**config.mk**
```make
export PLATFORM = sky130hd
export DESIGN_NAME = compacted_state_save_control
export DESIGN_NICKNAME = d
export VERILOG_FILES = /design/src/rtl/save_ctrl_pkg.sv /design/src/rtl/compacted_state_save_control.sv
export SDC_FILE = /design/constraint.sdc
export NUM_CORES = 2
export LEC_CHECK = 0
export BUFFER_PORTS_ARGS = -buffer_cell sky130_fd_sc_hd__buf_2
export CAP_MARGIN = 20
export CORE_MARGIN = 2
export CORE_UTILIZATION = 39
export DETAILED_ROUTE_END_ITERATION = 6
export PLACE_DENSITY = 0.53
export SLEW_MARGIN = 0
export SYNTH_ARGS = -nofsm -noshare
export SYNTH_HDL_FRONTEND = slang
export SYNTH_SLANG_ARGS = --single-unit
```
**constraint.sdc**
```tcl
create_clock -name pclk -period 5.9 [get_ports pclk]
set_clock_uncertainty 0.2 [all_clocks]
set_input_delay 1.18 -clock pclk [delete_from_list [all_inputs] [get_ports pclk]]
set_output_delay 1.18 -clock pclk [all_outputs]
set_load 0.01 [all_outputs]
```
**src/rtl/save_ctrl_pkg.sv**
```systemverilog
// Purpose: Shared constants and types for the compacted state save controller
// Assumes: APB with 32-bit data, one word per register
// Notes:   64-bit values sit in pairs of words, low word first
package save_ctrl_pkg;

   localparam int unsigned ADDR_W    = 8;
   localparam int unsigned NUM_PAIRS = 7;

   // Writable 64-bit pairs: byte offset = 8 * pair index (+4 for high word)
   localparam logic [2:0] PAIR_INS_MASK = 3'h0;
   localparam logic [2:0] PAIR_USER_EN  = 3'h1;
   localparam logic [2:0] PAIR_SUPV_EN  = 3'h2;
   localparam logic [2:0] PAIR_IN_USE   = 3'h3;
   localparam logic [2:0] PAIR_MODIFIED = 3'h4;
   localparam logic [2:0] PAIR_AREA     = 3'h5;
   localparam logic [2:0] PAIR_RST_COMP = 3'h6;

   localparam logic [7:0] OFF_SIMD_CSR  = 8'h38;
   localparam logic [7:0] OFF_CTRL      = 8'h3C;
   localparam logic [7:0] OFF_CMD       = 8'h40;
   localparam logic [7:0] OFF_STATUS    = 8'h44;
   localparam logic [7:0] OFF_STATEV_LO = 8'h48;
   localparam logic [7:0] OFF_STATEV_HI = 8'h4C;
   localparam logic [7:0] OFF_COMPV_LO  = 8'h50;
   localparam logic [7:0] OFF_COMPV_HI  = 8'h54;
   localparam logic [7:0] OFF_STORE_LO  = 8'h58;
   localparam logic [7:0] OFF_STORE_HI  = 8'h5C;

   // Control register fields
   localparam int unsigned CTRL_OS_EN    = 0;
   localparam int unsigned CTRL_TASK_SW  = 3;
   localparam int unsigned CTRL_ALIGN_EN = 4;
   localparam int unsigned CTRL_ALIGN_CK = 5;
   localparam int unsigned CTRL_NONROOT  = 6;
   localparam int unsigned CTRL_LEVEL_LSB  = 8;
   localparam int unsigned CTRL_ALIGN_PREF = 16;

   // Command register fields
   localparam int unsigned CMD_COMPACT  = 0;
   localparam int unsigned CMD_SUPV     = 1;
   localparam int unsigned CMD_RESTORE  = 2;

   localparam logic [31:0] SIMD_INIT     = 32'h0000_1F80;
   localparam logic [31:0] CTRL_RESET    = 32'h0000_0000;
   localparam logic [31:0] SIMD_RESET    = 32'h0000_1F80;
   localparam int unsigned AREA_ALIGN_W  = 6;
   localparam logic [1:0]  LEVEL_KERNEL  = 2'h0;
   localparam logic [1:0]  LEVEL_USER    = 2'h3;

   typedef enum logic [2:0] {
      FLT_NONE = 3'h0,
      FLT_INV_OPCODE  = 3'h1,
      FLT_DEV_UNAVAIL = 3'h2,
      FLT_GEN_PROT    = 3'h3,
      FLT_ALIGN_CHK   = 3'h4
   } fault_type;

   typedef enum logic [1:0] {
      ST_IDLE  = 2'h0,
      ST_CHECK = 2'h1,
      ST_WRITE = 2'h2
   } state_type;

   typedef struct packed {
      logic [1:0]  level;
      logic        nonroot;
      logic [63:0] area;
   } ctx_type;

   typedef struct packed {
      logic        valid;
      ctx_type     ctx;
      logic [63:0] comp;
   } record_type;

endpackage : save_ctrl_pkg

```
**src/rtl/compacted_state_save_control.sv**
```systemverilog
// Purpose: Fault checks, header vectors and store selection for compacted saves
// Assumes: APB master per AMBA, single clock pclk at 25 MHz
// Notes:   Results are exposed as registers and ports; memory writes are external
// Functional notes
// - Ordinary save mask is user enable AND instruction mask.
// - Save enable clear gives invalid-opcode fault, no save, both variants.
// - Task-switched flag set gives device-unavailable fault instead of saving.
// - Area not 64-byte aligned gives general-protection fault, no save.
// - Alignment mask, level 3, check flag set may give alignment fault instead.
// - Supervisor save with privilege above 0 gives general-protection fault.
// - Supervisor mask is instruction mask AND (user OR supervisor enable).
// - State vector bit is 0 where unrequested, else in-use flag.
// - Requested SIMD component with non-reset control word forces state bit 1.
// - Compaction vector gets bit 63 set and mask bits 62:0.
// - Only state and compaction vectors of the header are written.
// - Ordinary save never reads the old state vector first.
// - Components 0-1 go legacy region, 2-62 compacted extended region.
// - Components not in use are skipped even if requested.
// - Dirty SIMD control word forces storing all of component 1.
// - Mask bit 2 never decides storing the SIMD control word.
// - Ordinary save never uses the modified optimization.
// - Supervisor save uses modified skip only on full restore record match.
// - Under modified optimization, unmodified components are skipped.
// - Each restore records level, non-root flag, address, compaction vector.
`timescale 1ns/1ps
module compacted_state_save_control (
   input  wire logic                            pclk,
   input  wire logic                            presetn,
   input  wire logic                            psel,
   input  wire logic                            penable,
   input  wire logic                            pwrite,
   input  wire logic [save_ctrl_pkg::ADDR_W-1:0] paddr,
   input  wire logic [31:0]                     pwdata,
   output logic      [31:0]                     prdata,
   output logic                                 pready,
   output logic                                 pslverr,
   output logic                                 header_write,
   output logic      [63:0]                     store_mask,
   output logic      [2:0]                      fault_code
);

   logic [63:0]               pair_q [save_ctrl_pkg::NUM_PAIRS];
   logic [31:0]               simd_q;
   logic [31:0]               ctrl_q;
   save_ctrl_pkg::state_type  state_q;
   save_ctrl_pkg::fault_type  fault_q;
   save_ctrl_pkg::fault_type  fault_d;
   save_ctrl_pkg::record_type rec_q;
   save_ctrl_pkg::ctx_type    ctx;
   logic                      sup_q;
   logic [63:0]               req_mask_d;
   logic [63:0]               req_mask_q;
   logic                      dirty_d;
   logic                      dirty_q;
   logic                      modopt_d;
   logic                      modopt_q;
   logic [63:0]               statev_q;
   logic [63:0]               compv_q;
   logic [63:0]               store_q;
   logic                      hdr_wr_q;
   logic                      done_q;
   logic [31:0]               prdata_q;
   logic [31:0]               rd_d;
   logic                      hit_d;
   logic                      wr_acc;
   logic                      start_ok;
   logic                      os_en;
   logic                      task_sw;
   logic                      misalign;

   assign ctx         = '{level:   ctrl_q[save_ctrl_pkg::CTRL_LEVEL_LSB +: 2],
                          nonroot: ctrl_q[save_ctrl_pkg::CTRL_NONROOT],
                          area:    pair_q[save_ctrl_pkg::PAIR_AREA]};
   assign os_en       = ctrl_q[save_ctrl_pkg::CTRL_OS_EN];
   assign task_sw     = ctrl_q[save_ctrl_pkg::CTRL_TASK_SW];
   assign misalign    = |ctx.area[save_ctrl_pkg::AREA_ALIGN_W-1:0];

   // Zero wait states: read data is captured in the setup phase
   assign pready  = 1'b1;
   assign pslverr = psel & penable & ~hit_d;
   assign prdata  = prdata_q;
   assign wr_acc  = psel & penable & pwrite & hit_d;
   assign start_ok = wr_acc && (paddr == save_ctrl_pkg::OFF_CMD) && (state_q == save_ctrl_pkg::ST_IDLE);

   assign header_write = hdr_wr_q;
   assign store_mask   = store_q;
   assign fault_code   = fault_q;

   // Read decode; high pair words hold the upper 32 bits
   always_comb begin
      rd_d  = 32'h0000_0000;
      hit_d = 1'b1;
      if (paddr < save_ctrl_pkg::OFF_SIMD_CSR) begin
         rd_d = paddr[2] ? pair_q[paddr[5:3]][63:32] : pair_q[paddr[5:3]][31:0];
      end else begin
         unique case (paddr)
            save_ctrl_pkg::OFF_SIMD_CSR:  rd_d = simd_q;
            save_ctrl_pkg::OFF_CTRL:      rd_d = ctrl_q;
            save_ctrl_pkg::OFF_CMD:       rd_d = 32'h0000_0000;
            save_ctrl_pkg::OFF_STATUS:    rd_d = {25'h000_0000, store_q[1], modopt_q, fault_q, done_q,
                                                  state_q != save_ctrl_pkg::ST_IDLE};
            save_ctrl_pkg::OFF_STATEV_LO: rd_d = statev_q[31:0];
            save_ctrl_pkg::OFF_STATEV_HI: rd_d = statev_q[63:32];
            save_ctrl_pkg::OFF_COMPV_LO:  rd_d = compv_q[31:0];
            save_ctrl_pkg::OFF_COMPV_HI:  rd_d = compv_q[63:32];
            save_ctrl_pkg::OFF_STORE_LO:  rd_d = store_q[31:0];
            save_ctrl_pkg::OFF_STORE_HI:  rd_d = store_q[63:32];
            default:                      hit_d = 1'b0;
         endcase
      end
      if (paddr[1:0] != 2'h0) begin
         hit_d = 1'b0;
      end
   end

   always_ff @(posedge pclk or negedge presetn) begin
      if (!presetn) begin
         prdata_q <= 32'h0000_0000;
      end else if (psel && !penable && !pwrite) begin
         prdata_q <= rd_d;
      end
   end

   // Software-written configuration; pairs take either word independently
   always_ff @(posedge pclk or negedge presetn) begin
      if (!presetn) begin
         for (int i = 0; i < save_ctrl_pkg::NUM_PAIRS; i++) begin
            pair_q[i] <= 64'h0000_0000_0000_0000;
         end
         simd_q <= save_ctrl_pkg::SIMD_RESET;
         ctrl_q <= save_ctrl_pkg::CTRL_RESET;
      end else if (wr_acc) begin
         if (paddr < save_ctrl_pkg::OFF_SIMD_CSR) begin
            if (paddr[2]) begin
               pair_q[paddr[5:3]][63:32] <= pwdata;
            end else begin
               pair_q[paddr[5:3]][31:0] <= pwdata;
            end
         end else if (paddr == save_ctrl_pkg::OFF_SIMD_CSR) begin
            simd_q <= pwdata;
         end else if (paddr == save_ctrl_pkg::OFF_CTRL) begin
            ctrl_q <= pwdata;
         end
      end
   end

   // A restore command snapshots the context for later supervisor saves
   always_ff @(posedge pclk or negedge presetn) begin
      if (!presetn) begin
         rec_q <= '0;
      end else if (start_ok && pwdata[save_ctrl_pkg::CMD_RESTORE]) begin
         rec_q.valid <= 1'b1;
         rec_q.ctx   <= ctx;
         rec_q.comp  <= pair_q[save_ctrl_pkg::PAIR_RST_COMP];
      end
   end

   // Mask formation, fault priority and optimizations
   always_comb begin
      if (sup_q) begin
         req_mask_d = pair_q[save_ctrl_pkg::PAIR_INS_MASK]
                      & (pair_q[save_ctrl_pkg::PAIR_USER_EN] | pair_q[save_ctrl_pkg::PAIR_SUPV_EN]);
      end else begin
         req_mask_d = pair_q[save_ctrl_pkg::PAIR_INS_MASK] & pair_q[save_ctrl_pkg::PAIR_USER_EN];
      end
      // Only mask bit 1 gates the control word, bit 2 plays no part
      dirty_d = req_mask_d[1] && (simd_q != save_ctrl_pkg::SIMD_INIT);
      fault_d = save_ctrl_pkg::FLT_NONE;
      if (!os_en) begin
         fault_d = save_ctrl_pkg::FLT_INV_OPCODE;
      end else if (task_sw) begin
         fault_d = save_ctrl_pkg::FLT_DEV_UNAVAIL;
      end else if (sup_q && ctx.level != save_ctrl_pkg::LEVEL_KERNEL) begin
         fault_d = save_ctrl_pkg::FLT_GEN_PROT;
      end else if (misalign) begin
         if (ctrl_q[save_ctrl_pkg::CTRL_ALIGN_PREF] && ctrl_q[save_ctrl_pkg::CTRL_ALIGN_EN]
             && ctrl_q[save_ctrl_pkg::CTRL_ALIGN_CK] && ctx.level == save_ctrl_pkg::LEVEL_USER) begin
            fault_d = save_ctrl_pkg::FLT_ALIGN_CHK;
         end else begin
            fault_d = save_ctrl_pkg::FLT_GEN_PROT;
         end
      end
      // Ordinary save never qualifies; supervisor needs an exact record match
      modopt_d = sup_q && rec_q.valid && (rec_q.ctx == ctx) && rec_q.comp[63]
                 && (rec_q.comp[62:0] == req_mask_d[62:0]);
   end

   always_ff @(posedge pclk or negedge presetn) begin
      if (!presetn) begin
         state_q <= save_ctrl_pkg::ST_IDLE;
         sup_q   <= 1'b0;
      end else begin
         unique case (state_q)
            save_ctrl_pkg::ST_IDLE: begin
               if (start_ok && (pwdata[save_ctrl_pkg::CMD_COMPACT] || pwdata[save_ctrl_pkg::CMD_SUPV])) begin
                  state_q <= save_ctrl_pkg::ST_CHECK;
                  sup_q   <= pwdata[save_ctrl_pkg::CMD_SUPV];
               end
            end
            save_ctrl_pkg::ST_CHECK: state_q <= save_ctrl_pkg::ST_WRITE;
            save_ctrl_pkg::ST_WRITE: state_q <= save_ctrl_pkg::ST_IDLE;
            default:                 state_q <= save_ctrl_pkg::ST_IDLE;
         endcase
      end
   end

   // Faults settle a full cycle before anything is written
   always_ff @(posedge pclk or negedge presetn) begin
      if (!presetn) begin
         fault_q  <= save_ctrl_pkg::FLT_NONE;
         req_mask_q <= 64'h0000_0000_0000_0000;
         dirty_q  <= 1'b0;
         modopt_q <= 1'b0;
      end else if (state_q == save_ctrl_pkg::ST_CHECK) begin
         fault_q  <= fault_d;
         req_mask_q <= req_mask_d;
         dirty_q  <= dirty_d;
         modopt_q <= modopt_d;
      end
   end

   // Header and store vectors; nothing is read back from the save area
   always_ff @(posedge pclk or negedge presetn) begin
      if (!presetn) begin
         statev_q <= 64'h0000_0000_0000_0000;
         compv_q  <= 64'h0000_0000_0000_0000;
         store_q  <= 64'h0000_0000_0000_0000;
         hdr_wr_q <= 1'b0;
         done_q   <= 1'b0;
      end else begin
         hdr_wr_q <= 1'b0;
         if (start_ok) begin
            done_q <= 1'b0;
         end
         if (state_q == save_ctrl_pkg::ST_WRITE) begin
            done_q <= 1'b1;
            if (fault_q == save_ctrl_pkg::FLT_NONE) begin
               hdr_wr_q    <= 1'b1;
               statev_q    <= req_mask_q & pair_q[save_ctrl_pkg::PAIR_IN_USE];
               statev_q[1] <= (req_mask_q[1] & pair_q[save_ctrl_pkg::PAIR_IN_USE][1]) | dirty_q;
               compv_q     <= {1'b1, req_mask_q[62:0]};
               // Bits 1:0 land in the legacy region, 62:2 compacted; 63 is no component
               store_q     <= {1'b0, req_mask_q[62:0] & pair_q[save_ctrl_pkg::PAIR_IN_USE][62:0]
                               & (modopt_q ? pair_q[save_ctrl_pkg::PAIR_MODIFIED][62:0]
                                           : {63{1'b1}})};
               if (dirty_q) begin
                  store_q[1] <= 1'b1;
               end
            end
         end
      end
   end
endmodule : compacted_state_save_control

```
==> out/qor.csv <==
metric,value,unit
status,finished clean,
tightest_slew,1.205,ns
rr_worst_depth,6,
crit_path_max_fanout,19,
worst_setup_path_end_kind,flop,
cts_sinks,941,
initial_core_util,0.3946,
fin_crit,3.745,ns
die_h,333.6,um
fp.dieW,333.6,um
required,6.26,ns
fin_tns_setup,0,ns
cap_viol_max_count,0,
async_flop_share,1.000,
hold_path_startpoint,rec_q[131],
clk_pin_slew_worst_paths,0.06,ns
final_cell_mix,"934 x dfrtp_1, 638 x nand2_1, 493 x mux2_2",
grt_pass1_wl,230700,um
final_nets,3672,
route.detailed.drc,0,
core_region_area,0.1074,mm2
hp-class,flop to flop,
final_common_cell,dfrtp_1,
hold_path_depth,1,
critPathLaunchType,input port,
cts_max_path_buffers,3,
die_area,0.1113,mm2
synth_ff_type,dfrtp_1,
globalplace.congestion,0.8937,
preCtsSetupSlack,1.486,ns
vias,31190,
cts_tree,done,
num-fill-cells,10060,
first_global_vias,29890,
timing.rr.start,state_q[0],
cellPowerDensity,289.2,mW/mm2
r2r_end,statev_q[26],
grt.overflow.total,0,
cts_setup_buffers,0,
leakagePower,24.35,nW
io_pins,147,
worst-path-buf-inv,2,
synth_edf_count,0,
io_buffers,144,
irDropWorstVdd,0.2175,mV
rrSetupSlack,2.47,ns
cts_resized,0,
cp_slowest_cell,nor2_4,
worstHoldEndpoint,rec_q[131],
ant_nets,0,
antenna_found_initial,12,
insertion_delay,0.69,ns
layout_setup_ws,2.155,ns
fin_crit_sh,0.6347,
place_hpwl,110400,um
syn-instance-count,3571,
critical-path-max-stage-delay,0.63,ns
synth_cell_type_count,64,
syn-cell-area,0.04236,mm2
synth_nets,3616,
first_iter_violations,3679,
drt-wirelength-per-cell,31.37,um
routed_wirelength,160400,um
maxSlewHeadroom,0.1965,
cp.arrival,4.10,ns
grt_usage,0.2870,
drive_gt1_frac,0.2720,
rows,120,
slew_violations,0,
htree_levels,3,
path_class,input port to flop,
ys.warnings.count,0,
fmax,267.0,MHz
area_growth,13.27,%
crit_chain,buf_2 > or3_4 > a21oi_2 > and4_4 > nand3_2 > nor2_4 > buf_4 > mux2_2,
crit_family,simple AND/OR/NAND/NOR gates,
viasPerCell,6.098,
postCtsHoldBufs,0,
hold_viol_final,0,
yosysSeqAreaShare,0.5561,
setup_viol,0,
synth.avg_cell_area,11.86,um2
drt_first_pass_iters,6,
ys_ff_latch,941,
rsz0062_at_grt,false,
cts_buffers,102,
grt_max_degree,131,
clock-root-buffer,clkbuf_16,
how the worst max path moves through the flow:
stage	from	to	slack, ns	cells after the start
after detailed placement	paddr[7]	pair_q[311]	1.49	8
after CTS	paddr[7]	pair_q[311]	2.20	8
final	paddr[7]	pair_q[311]	2.16	8
after global placement	paddr[7]	pair_q[317]	1.52	8
after floorplan	paddr[7]	ctx[40]	2.60	8
after global routing	paddr[3]	prdata[28]	2.06	8
final cells by class:
cell class                 count  area, um2  area share
antenna                        2      5.005   0.0001043
tap                         1403       1755     0.03659
clock buffer                 148       2977     0.06204
clock inverter                38      540.5     0.01127
sequential                   941      23560      0.4910
inverter                      27      107.6    0.002243
multi-input combinational   2339      17570      0.3661
timing repair buffer         216       1474     0.03072
report_power, final:
group	leakage (nW)	switching [mW]	internal [mW]
combinational	9.58	0.439	0.127
sequential	13.0	0.0516	6.51
clock	1.73	2.77	3.99
total	24.3	3.26	10.6
synthesized netlist by cell type, types with 22 or more instances:
cell	n	share of area
nand3_1	134	0.016
a22o_1	95	0.020
mux2_2	493	0.13
o2111ai_1	64	0.013
buf_4	28	0.0050
nor2_1	56	0.0050
a221oi_1	119	0.025
clkbuf_1	155	0.014
nand2_1	640	0.057
a21oi_1	46	0.0054
buf_1	29	0.0026
a31oi_1	31	0.0046
dfrtp_1	935	0.55
a21o_1	67	0.012
xor2_1	46	0.0095
a22oi_1	88	0.016
mux2_1	62	0.016
o21ai_0	94	0.011
inv_1	25	0.0022
nand4_1	45	0.0066
nor4_1	25	0.0037
buf_2	26	0.0031
buf_6	22	0.0058
mux2_4	81	0.029
logic make-up after synthesis:
kind of cell,after synthesis,synth area share
simple gates,955,0.09845
buf+inv,291,0.03305
mux,643,0.1788
other cells,2,0.0001773
xor+xnor,64,0.01323
flops,941,0.5561
compound gates,675,0.1202
sequential cells by signal, indices dropped and copies added, names as in the netlist:
name          flops
simd_q           32
state_q           2
done_q            1
fault_code        3
prdata           32
header_write      1
sup_q             1
store_mask       63
req_mask_q       64
compv_q          64
dirty_q           1
modopt_q          1
ctx              64
rec_q           132
pair_q          384
ctrl_q           32
statev_q         64
through the flow:
stage	cells	util	total power, mW	cell area (um2)	hold slack (ns)
after floorplan	3571	-	6.845	42360	0.2355
after global placement	4926	0.4141	7.236	44460	0.2523
after detailed placement	4926	0.4141	7.239	44460	0.2537
after CTS	5112	0.4469	13.97	47980	0.2714
after global routing	5112	0.4469	14.25	47980	0.2816
final	5114	0.4469	13.88	47980	0.2705
layer usage:
metal | GRT usage | routed length (um) | up-vias
met5 | 0 | 68 | -
met4 | 0.08068 | 4240 | 10
met3 | 0.06774 | 15160 | 181
li1 | - | - | 13130
met2 | 0.4038 | 67090 | 1439
met1 | 0.4362 | 73880 | 16420
(Power assumes the default switching activity.)
